==> src/pkg/drive_cfg_pkg.sv <==
// package: register map, field layout, rate tables for drive frequency configuration
package drive_cfg_pkg;

  // ==========================================================
  // register indices (byte address is index times four)
  localparam logic [9:0] IDX_STIM_CFG = 10'h01a;
  localparam logic [9:0] IDX_IMP_CFG  = 10'h020;
  localparam logic [9:0] IDX_GEN_CFG  = 10'h021;
  localparam logic [9:0] IDX_STATUS   = 10'h022;
  localparam logic [9:0] IDX_COMMAND  = 10'h023;

  // ==========================================================
  // field positions
  localparam int IMP_FREQ_LSB  = 8;
  localparam int IMP_MAG_LSB   = 4;
  localparam int IMP_AHPF_LSB  = 0;
  localparam int GEN_MCS_LSB   = 0;
  localparam int GEN_EN_BIT    = 2;
  localparam int CMD_RESYNC    = 0;
  localparam int ST_FREQ_LSB   = 0;
  localparam int ST_MAG_LSB    = 4;
  localparam int ST_REMAP_BIT  = 7;
  localparam int ST_DET_OK_BIT = 8;
  localparam int ST_PEND_BIT   = 9;

  // ==========================================================
  // reset values and masks
  localparam logic [23:0] STIM_CFG_RESET = 24'h000055;
  localparam logic [23:0] STIM_CFG_MASK  = 24'h8f70ff;
  localparam logic [3:0]  FREQ_RESET     = 4'h8;
  localparam logic [2:0]  MAG_DEFAULT    = 3'h0;
  localparam logic [1:0]  AHPF_RESET     = 2'h0;
  localparam logic [1:0]  MCS_RESET      = 2'h0;
  localparam logic [3:0]  FREQ_DET_LO    = 4'h1;
  localparam logic [3:0]  FREQ_DET_HI    = 4'h2;
  localparam int          FREQ_ROWS      = 11;

  // modulation rate in Hz, row = frequency code (codes 10..15 share row 10), column = clock select
  localparam logic [17:0] FREQ_TABLE [FREQ_ROWS][4] = '{
    '{18'h20000, 18'h1f400, 18'h1f400, 18'h1f380},
    '{18'h14000, 18'h13880, 18'h13880, 18'h14000},
    '{18'h0a000, 18'h09c40, 18'h09c40, 18'h0a000},
    '{18'h0471c, 18'h04574, 18'h04574, 18'h0471c},
    '{18'h02000, 18'h01f40, 18'h01f40, 18'h01f38},
    '{18'h01000, 18'h00fa0, 18'h00fa0, 18'h00f9c},
    '{18'h00800, 18'h007d0, 18'h007d0, 18'h007ce},
    '{18'h00400, 18'h003e8, 18'h003e8, 18'h003e7},
    '{18'h00200, 18'h001f4, 18'h001f4, 18'h001f4},
    '{18'h00100, 18'h000fa, 18'h000fa, 18'h000fa},
    '{18'h00080, 18'h0007d, 18'h0007d, 18'h0007d}};

  // highest accepted current magnitude code per frequency row
  localparam logic [2:0] MAG_LIMIT [FREQ_ROWS] = '{
    3'h7, 3'h7, 3'h7, 3'h7, 3'h6, 3'h3, 3'h2, 3'h1, 3'h1, 3'h1, 3'h1};

  // ==========================================================
  // carriers
  typedef struct packed {
    logic       detector_input_polarity;
    logic [2:0] rsv_a;
    logic       differentiator_disable;
    logic [2:0] gain;
    logic       rsv_b;
    logic       analog_out_bandwidth_limit;
    logic [1:0] analog_out_select;
    logic [3:0] rsv_c;
    logic [3:0] positive_threshold;
    logic [3:0] negative_threshold;
  } stim_cfg_t;

  typedef struct packed {
    logic [3:0] drive_frequency_code;
    logic [2:0] drive_current_magnitude;
    logic [1:0] shared_analog_highpass;
  } imp_cfg_t;

endpackage : drive_cfg_pkg

==> src/rtl/impedance_drive_freq_config.sv <==
// impedance drive frequency/magnitude mapping and stimulus detector configuration
`timescale 1ns/10ps
`default_nettype none

// Notes on behaviour
// unsupported combinations act as default settings
// code 0000 gives four times master clock
// code 0001 gives 81920 or 80000 Hz
// code 0010 gives 40960 or 40000 Hz
// code 0011 gives 18204 or 17780 Hz
// codes 0100-0111 divide master clock by 4-32
// codes 1000/1001 give 512/256 or 500/250
// codes 101x/11xx give 128 or 125 Hz
// codes 0001/0010 accept every magnitude
// code 0100 rejects magnitude 111
// code 0101 accepts magnitudes 000 to 011
// code 0110 accepts magnitudes 000 to 010
// codes 1000/1001 accept magnitudes 000, 001
// config writes may disturb combined output stream
// resync command restores shared channel synchronisation
// host sets shared highpass before detector use
// detector config is 24-bit RW at 0x1A
// detector config field layout, rest reserved
// detector works only with codes 0001/0010
// polarity bit selects inverted detector input
// codes 0000/0011 accept every magnitude
// codes 0111, 101x, 11xx accept 000, 001
module impedance_drive_freq_config
  import drive_cfg_pkg::*;
#(
  parameter int ADDR_W = 12
) (
  input  wire logic              pclk,
  input  wire logic              presetn,
  input  wire logic              psel,
  input  wire logic              penable,
  input  wire logic              pwrite,
  input  wire logic [ADDR_W-1:0] paddr,
  input  wire logic [31:0]       pwdata,
  input  wire logic [3:0]        pstrb,
  output logic                   pready,
  output logic [31:0]            prdata,
  output logic                   pslverr,
  output logic [17:0]            drive_freq_hz,
  output logic [3:0]             drive_frequency_code,
  output logic [2:0]             drive_current_magnitude,
  output logic                   impedance_channel_enable,
  output logic [1:0]             shared_analog_highpass,
  output var stim_cfg_t          stim_cfg,
  output logic                   detector_operable,
  output logic                   detector_invert,
  output logic                   stream_disturb,
  output logic                   resync_pulse
);

  // ==========================================================
  // bus decode
  logic [9:0]  word_idx;
  logic        hit_stim;
  logic        hit_imp;
  logic        hit_gen;
  logic        hit_stat;
  logic        hit_cmd;
  logic        mapped;
  logic        setup;
  logic        wr_done;
  logic [31:0] byte_mask;

  assign word_idx = 10'(paddr[ADDR_W-1:2]);
  assign hit_stim = (word_idx == IDX_STIM_CFG);
  assign hit_imp  = (word_idx == IDX_IMP_CFG);
  assign hit_gen  = (word_idx == IDX_GEN_CFG);
  assign hit_stat = (word_idx == IDX_STATUS);
  assign hit_cmd  = (word_idx == IDX_COMMAND);
  assign mapped   = hit_stim | hit_imp | hit_gen | hit_stat | hit_cmd;
  assign setup    = psel & ~penable;
  // zero wait states: every access completes at its first access edge
  assign pready   = 1'b1;
  assign pslverr  = psel & penable & ~mapped;
  assign wr_done  = psel & penable & pwrite & mapped;
  assign byte_mask = {{8{pstrb[3]}}, {8{pstrb[2]}}, {8{pstrb[1]}}, {8{pstrb[0]}}};

  // ==========================================================
  // stored configuration
  logic [23:0] stim_q;
  imp_cfg_t    imp_q;
  logic [1:0]  mcs_q;
  logic        en_q;
  logic [31:0] imp_word;
  logic [31:0] imp_new;
  logic [31:0] stim_new;

  assign imp_word = {20'h0, imp_q.drive_frequency_code, 1'b0,
                     imp_q.drive_current_magnitude, 2'h0, imp_q.shared_analog_highpass};
  assign imp_new  = (imp_word & ~byte_mask) | (pwdata & byte_mask);
  assign stim_new = ({8'h0, stim_q} & ~byte_mask) | (pwdata & byte_mask);

  // detector config storage
  always_ff @(posedge pclk or negedge presetn) begin
    if (!presetn) begin
      stim_q <= STIM_CFG_RESET;
    end else if (wr_done && hit_stim) begin
      // reserved bits never stored
      stim_q <= stim_new[23:0] & STIM_CFG_MASK;
    end
  end

  always_ff @(posedge pclk or negedge presetn) begin
    if (!presetn) begin
      imp_q.drive_frequency_code    <= FREQ_RESET;
      imp_q.drive_current_magnitude <= MAG_DEFAULT;
      imp_q.shared_analog_highpass  <= AHPF_RESET;
    end else if (wr_done && hit_imp) begin
      imp_q.drive_frequency_code    <= imp_new[IMP_FREQ_LSB +: 4];
      imp_q.drive_current_magnitude <= imp_new[IMP_MAG_LSB +: 3];
      imp_q.shared_analog_highpass  <= imp_new[IMP_AHPF_LSB +: 2];
    end
  end

  always_ff @(posedge pclk or negedge presetn) begin
    if (!presetn) begin
      mcs_q <= MCS_RESET;
      en_q  <= 1'b0;
    end else if (wr_done && hit_gen && pstrb[0]) begin
      mcs_q <= pwdata[GEN_MCS_LSB +: 2];
      en_q  <= pwdata[GEN_EN_BIT];
    end
  end

  // ==========================================================
  // effective settings
  logic [3:0]  row;
  logic [2:0]  eff_mag;
  logic        mag_bad;
  logic [17:0] freq_d;

  // codes 101x/11xx share lowest row
  assign row = (imp_q.drive_frequency_code > 4'h9) ? 4'ha : imp_q.drive_frequency_code;

  // per-code magnitude ceiling
  assign mag_bad = imp_q.drive_current_magnitude > MAG_LIMIT[row];

  // unsupported magnitude falls back to default
  assign eff_mag = mag_bad ? MAG_DEFAULT : imp_q.drive_current_magnitude;

  // rate lookup per clock select
  assign freq_d = FREQ_TABLE[row][mcs_q];

  always_ff @(posedge pclk or negedge presetn) begin
    if (!presetn) begin
      drive_freq_hz           <= FREQ_TABLE[4'h8][MCS_RESET];
      drive_frequency_code    <= FREQ_RESET;
      drive_current_magnitude <= MAG_DEFAULT;
      detector_operable       <= 1'b0;
    end else begin
      drive_freq_hz           <= freq_d;
      drive_frequency_code    <= imp_q.drive_frequency_code;
      drive_current_magnitude <= eff_mag;
      // detector only at the two offset rates
      detector_operable       <= (imp_q.drive_frequency_code == FREQ_DET_LO) ||
                                 (imp_q.drive_frequency_code == FREQ_DET_HI);
    end
  end

  // highpass routed to shared front end even when channel disabled
  always_ff @(posedge pclk or negedge presetn) begin
    if (!presetn) begin
      shared_analog_highpass   <= AHPF_RESET;
      impedance_channel_enable <= 1'b0;
      stim_cfg                 <= stim_cfg_t'(STIM_CFG_RESET);
      detector_invert          <= 1'b0;
    end else begin
      shared_analog_highpass   <= imp_q.shared_analog_highpass;
      impedance_channel_enable <= en_q;
      stim_cfg                 <= stim_cfg_t'(stim_q);
      // polarity bit drives input inversion
      detector_invert          <= stim_q[23];
    end
  end

  // ==========================================================
  // disturbance and resynchronisation
  logic cfg_write;
  logic resync_cmd;
  logic pend_q;

  assign cfg_write  = wr_done & (hit_imp | hit_stim);
  assign resync_cmd = wr_done & hit_cmd & pstrb[0] & pwdata[CMD_RESYNC];

  // flag a possible stream break per impedance or detector config write
  always_ff @(posedge pclk or negedge presetn) begin
    if (!presetn) begin
      stream_disturb <= 1'b0;
    end else begin
      stream_disturb <= cfg_write;
    end
  end

  // resync pulse clears pending state
  always_ff @(posedge pclk or negedge presetn) begin
    if (!presetn) begin
      resync_pulse <= 1'b0;
      pend_q       <= 1'b0;
    end else begin
      resync_pulse <= resync_cmd;
      // a write in the resync cycle keeps the flag: set beats clear
      if (cfg_write) begin
        pend_q <= 1'b1;
      end else if (resync_cmd) begin
        pend_q <= 1'b0;
      end
    end
  end

  // ==========================================================
  // read data, captured in the setup cycle
  logic [31:0] rd_d;
  logic [31:0] imp_rd;

  // read back shows the magnitude actually applied; the frequency code reads back as written, even for 101x/11xx
  assign imp_rd = {20'h0, imp_q.drive_frequency_code, 1'b0, eff_mag, 2'h0,
                   imp_q.shared_analog_highpass};

  always_comb begin
    rd_d = 32'h0;
    if (hit_stim) begin
      rd_d = {8'h0, stim_q};
    end else if (hit_imp) begin
      rd_d = imp_rd;
    end else if (hit_gen) begin
      rd_d = {29'h0, en_q, mcs_q};
    end else if (hit_stat) begin
      rd_d[ST_FREQ_LSB +: 4] = imp_q.drive_frequency_code;
      rd_d[ST_MAG_LSB +: 3]  = eff_mag;
      rd_d[ST_REMAP_BIT]     = mag_bad;
      rd_d[ST_DET_OK_BIT]    = detector_operable;
      rd_d[ST_PEND_BIT]      = pend_q;
    end
  end

  always_ff @(posedge pclk or negedge presetn) begin
    if (!presetn) begin
      prdata <= 32'h0;
    end else if (setup && !pwrite) begin
      prdata <= rd_d;
    end
  end
endmodule : impedance_drive_freq_config

`default_nettype wire

==> config.mk <==
export PLATFORM = sky130hd
export DESIGN_NAME = impedance_drive_freq_config
export DESIGN_NICKNAME = d
export VERILOG_FILES = /design/src/pkg/drive_cfg_pkg.sv /design/src/rtl/impedance_drive_freq_config.sv
export SDC_FILE = /design/constraint.sdc
export NUM_CORES = 1
export LEC_CHECK = 0
export ABC_AREA = 1
export BUFFER_PORTS_ARGS = -buffer_cell sky130_fd_sc_hd__buf_4
export CAP_MARGIN = 20
export CELL_PAD_IN_SITES_DETAIL_PLACEMENT = 1
export CELL_PAD_IN_SITES_GLOBAL_PLACEMENT = 2
export CORE_MARGIN = 8
export CORE_UTILIZATION = 29
export DETAILED_ROUTE_END_ITERATION = 6
export PLACE_DENSITY = 0.81
export SETUP_SLACK_MARGIN = 0.4
export SLEW_MARGIN = 20
export SYNTH_ARGS = -nofsm -noshare
export SYNTH_HDL_FRONTEND = slang
export SYNTH_SLANG_ARGS = --single-unit
==> constraint.sdc <==
create_clock -name pclk -period 3.3 [get_ports pclk]
set_input_delay 0.66 -clock pclk [delete_from_list [all_inputs] [get_ports pclk]]
set_output_delay 0.66 -clock pclk [all_outputs]
set_load 0.05 [all_outputs]
**Word-level counts from Yosys, hierarchy flattened**

Memories as Yosys holds them, arrays and structs flattened.
Cells that the tools add are included.

- Register bits after elaboration: 108
- Bits in read-only memories: 1200
- Output and inout bits: 90
- Memories kept: 2

- $lt $le $gt $ge: 4
- Equal/unequal tests: 7
- Mux-type cells: 15
- Bitwise operators: 23
- Reductions and logical operators: 8

Memory list:

| name | depth | width | read ports | clocked after Yosys merged registers in | wr ports | line | RTL |
|---|---|---|---|---|---|---|---|
| (no name shown) | 16 | 72 | 1 | 0 | 0 | impedance_drive_freq_config.sv:147 | `assign freq_d = FREQ_TABLE[row][mcs_q];` |
| (no name shown) | 16 | 3 | 1 | 0 | 0 | impedance_drive_freq_config.sv:141 | `assign mag_bad = imp_q.drive_current_magnitude > MAG_LIMIT[row];` |

Operators with widths:

| operator | number |
|---|---|
| $mux W72 | 2 |
| $and A24 B24 Y24 | 2 |
| $eq A10 B6 Y1 const B | 4 |
| $bmux W18 S2 | 1 |
| $mux W18 | 2 |
| $mux W32 | 1 |
| $not A24 Y24 | 1 |
| $or A24 B24 Y24 | 1 |
| $mux W10 | 2 |
| $and A12 B12 Y12 | 1 |
| $mux W12 | 1 |
| $or A12 B12 Y12 | 1 |
| $eq A10 B5 Y1 const B | 1 |
| $and A1 B1 Y1 | 9 |
| $mux W3 | 3 |
| $ge A5 B5 Y1 const B | 1 |
| $logic_and A1 B1 Y1 | 5 |
| $not A4 Y5 | 1 |
| $eq A4 B1 Y1 const B | 1 |
| $eq A4 B2 Y1 const B | 1 |
| $gt A4 B4 Y1 const B | 1 |
| $mux W4 | 1 |
| $or A1 B1 Y1 | 4 |
| $ge A3 B3 Y1 const B | 1 |
| other kinds (7) | 9 |

**Depth between registers and ports, before layout**

- Depth after elaboration: 12
- Gate-level depth with buffers: 17
- Depth with buffers taken out: 16

**Worst setup path after synthesis**

OpenSTA, ideal clock, no wires.

- Path type: input -> output
- Start: input port paddr[10]
- End: output port pslverr
- Arrival time: 2.250 ns
- Data required time: 2.640 ns
- Setup slack: 0.390 ns
- Stages on the path: 8
- Path buffers: 0
- Path through: inv_1 -> nand2_2 -> nor2_1 -> nand3_1 -> nand2_1 -> inv_1 -> nand2_2 -> nor3_1

- Word-level cells in the longest chain between the ends: 7
- Elaborated cells on any way between the ends: 11
- Classes of those cells: eq/ne: 5; bitwise: 6

Ends and longest elaborated chain:

| what | line | RTL |
|---|---|---|
| start: declaration | impedance_drive_freq_config.sv:38 | `input wire logic [ADDR_W-1:0] paddr,` |
| $eq A10 B6 Y1 or $eq A10 B5 Y1 (tied branches) | impedance_drive_freq_config.sv:71, impedance_drive_freq_config.sv:70 |  |
| $or A1 B1 Y1 (3 in a row) | impedance_drive_freq_config.sv:75 | `assign mapped = hit_stim \| hit_imp \| hit_gen \| hit_stat \| hit_cmd;` |
| $or A1 B1 Y1 * | impedance_drive_freq_config.sv:75 |  |
| $not A1 Y1 * | impedance_drive_freq_config.sv:79 | `assign pslverr = psel & penable & ~mapped;` |
| $and A1 B1 Y1 * | impedance_drive_freq_config.sv:79 |  |
| end: declaration | impedance_drive_freq_config.sv:43 | `output logic pslverr,` |

Mark *: on every way between the ends. The rest lies on a longest branch, timed or not.

==> run summary <==
Pin count of the biggest net entering global routing -> 56
Slew margin rel. -> 61.4%
Grt ovf -> 0
MaxCap Viol Count -> 0
Nature of the critical path endpoint -> flop
Post-synth top flop -> dfrtp_1
Max IR drop VDD -> 0.228 mV
Xor/xnor share of the synthesized area -> 0%
Max Fanout on Critical Path -> 5
First-pass GRT wire length -> 23.6 mm
Register area share after synthesis -> 53.0%
Final wirelength -> 14.8 mm
Layout area overhead -> 29.5%
WL per Instance -> 17.4 µm
Post-synthesis cell count -> 520
Final hold violations -> 0
Cell area power density -> 435 nW/µm²
Synth cell types -> 41
Reg-to-reg endpoint -> prdata[4]$_DFFE_PN0P_
Placer congestion estimate -> 0.825
Die W -> 141 µm
Die height -> 141 µm
H-tree depth -> 3
Commonest cells after routing, fill and taps aside -> nand2_1 (133), buf_4 (117), dfrtp_1 (85)
DIE AREA -> 20,000 µm²
I/O Pins -> 143
Via density -> 4.63
Setup TNS -> 0 ns
RSZ-0062 raised after global routing -> true
Simple-gate share of the synthesized area -> 25.8%
CP Data Required Time -> 3.57 ns
Final setup violation count -> 0
DRT iter0 DRCs -> 353
Tot GR Track Use -> 15.1%
Synth Area per Inst -> 8.76 µm²
Post-synth EDFFs -> 0
Complex-gate fraction of the synthesized area -> 7.85%
Initial core utilization -> 29.2%
Hold Crit Class -> in -> async
CTS tree -> yes
Std cell rows -> 46
Startpoint Class -> flop
Worst R2R Setup Slack -> 0.62 ns
Floorplan Core Area -> 15,600 µm²
Critical path class -> reg -> reg
Lkg Pwr -> 3.07 nW
Initial antenna violation count -> 0
DR pass1 iterations -> 4
Worst Reg2Reg Path Length in Cells -> 15
DRC violations left -> 0
Data arrival, critical path -> 2.95 ns
Root Buffer -> clkbuf_16
Number of global-route vias before repair -> 4,233
Fin crit share -> 81.2%
DRT antenna net count -> 0
Tot Pwr -> 2.56 mW
Final clock skew -> 0.00601 ns
Syn Std Cell Area -> 4560 µm²
# fillers -> 1,852
Final nets -> 693
Outcome -> complete, no violations
Worst Tran Pin Value -> 0.578 ns
DP Wirelength -> 11.4 mm
Maximum clock frequency -> 373 MHz
Commonest non-fill, non-tap cell in the layout -> nand2_1
Mux cell area share after synthesis -> 0%
Port Buffers -> 106
Flops & latches, synth -> 96
Area share of fa/ha/maj cells after synthesis -> 2.75%
Synth warn -> 0
# diodes -> 0
Slew Limit Fails -> 0
Layout cell share with drive strength beyond 1 -> 27.9%
Worst skew pair latency -> 0.35 ns
Clock Path Buffers -> 2
Minimum period implied by the final worst setup slack -> 2.68 ns
Main combinational cell family by area after synthesis -> simple AND/OR/NAND/NOR gates
Asr flop ratio synth -> 100%
Clk sinks -> 96
Vias -> 3,937
CTS Buf Count -> 9
Reg clk slew, reported paths -> 0.07 ns
## how the worst max path moves through the flow
| stage | startpoint | slack (ns) | endpoint |
|---|---|---|---|
| detailed placement | flop | 0.47 | prdata[6]$_DFFE_PN0P_ |
| CTS | flop | 0.45 | prdata[6]$_DFFE_PN0P_ |
| global placement | flop | 0.56 | prdata[6]$_DFFE_PN0P_ |
| floorplan | flop | 0.71 | prdata[4]$_DFFE_PN0P_ |
| global route | flop | 0.36 | prdata[4]$_DFFE_PN0P_ |
| finish | flop | 0.62 | prdata[4]$_DFFE_PN0P_ |
## where the power goes
| part | switching (mW) | internal, mW |
|---|---|---|
| clock network | 0.467 | 0.693 |
| registers | 0.00406 | 1.18 |
| logic | 0.158 | 0.0571 |
| total | 0.629 | 1.94 |
## per-stage QoR
step | util, % | instance area [µm²] | setup slack [ns] | hold WS [ns] | instances
final | 37.8 | 5900 | 0.619 | 0.302 | 851
after global placement | 35.6 | 5550 | 0.557 | 0.367 | 835
after detailed placement | 35.6 | 5550 | 0.474 | 0.366 | 835
after global routing | 37.8 | 5900 | 0.361 | 0.327 | 851
after CTS | 37.7 | 5880 | 0.446 | 0.317 | 851
after floorplan | - | 4630 | 0.708 | 0.349 | 539
## layer usage
metal	routed length, µm	track usage [%]	part of all wire (%)	vias up
met1	6690	19.8	45	1935
met2	7170	24.5	48	106
met3	806	3.33	5.4	12
met4	157	4.30	1.1	0
li1	-	-	-	1884
met5	0	0	0	-
## logic make-up (layout without fill, tap and decap cells)
logic type | Yosys count | in the layout
flops | 96 | 96
fa+ha+maj | 10 | 10
other cells | 2 | 21
simple gates | 255 | 255
compound gates | 60 | 60
buf+inv | 97 | 193
## worst max-delay path, cell delays in order (launching register included)
cell      delay (ns)
dfstp_2         0.53
clkinv_1        0.10
nor2_4          0.19
nor2_2          0.07
inv_1           0.08
ha_1            0.19
inv_1           0.14
nand2_1         0.11
nand2_1         0.09
ha_1            0.30
a21oi_1         0.14
o21ai_0         0.09
o21a_2          0.16
nor2_1          0.15
nand3_1         0.09
a21boi_0        0.16
## layout make-up
| cell class | count | area (µm²) | area share [%] |
|---|---|---|---|
| Multi-Input combinational cell | 346 | 1760 | 29.9 |
| Clock inverter | 5 | 87.6 | 1.48 |
| Sequential cell | 96 | 2420 | 40.9 |
| Timing Repair Buffer | 118 | 898 | 15.2 |
| Inverter | 59 | 221 | 3.75 |
| Clock buffer | 11 | 243 | 4.11 |
| Tap cell | 216 | 270 | 4.58 |
## Yosys cell counts (3+ instances only)
cell,count,area share (%)
nor3_1,3,0.33
nor2_1,36,3.0
o21ai_0,25,2.7
inv_1,52,4.3
o211ai_1,5,0.82
ha_1,10,2.7
nor2_2,6,0.82
dfrtp_1,85,47
or2_2,3,0.41
clkbuf_1,5,0.41
dfstp_2,11,6.3
inv_2,5,0.41
buf_4,27,4.4
o21ai_1,9,0.99
nand4_1,31,4.3
nand2_1,133,11
a21oi_1,3,0.33
nand2_2,4,0.55
buf_2,5,0.55
a21boi_0,3,0.49
o22ai_1,5,0.69
nand3_1,29,3.2
## timing repair
| item | in CTS | in global routing |
|---|---|---|
| buffers inserted | 0 | 0 |
| resized for setup | 0 | 8 |
| hold buffers | 0 | 0 |
| setup endpoints to repair | 0 | 4 |
Note: power is estimated with default switching activity, not from simulation.
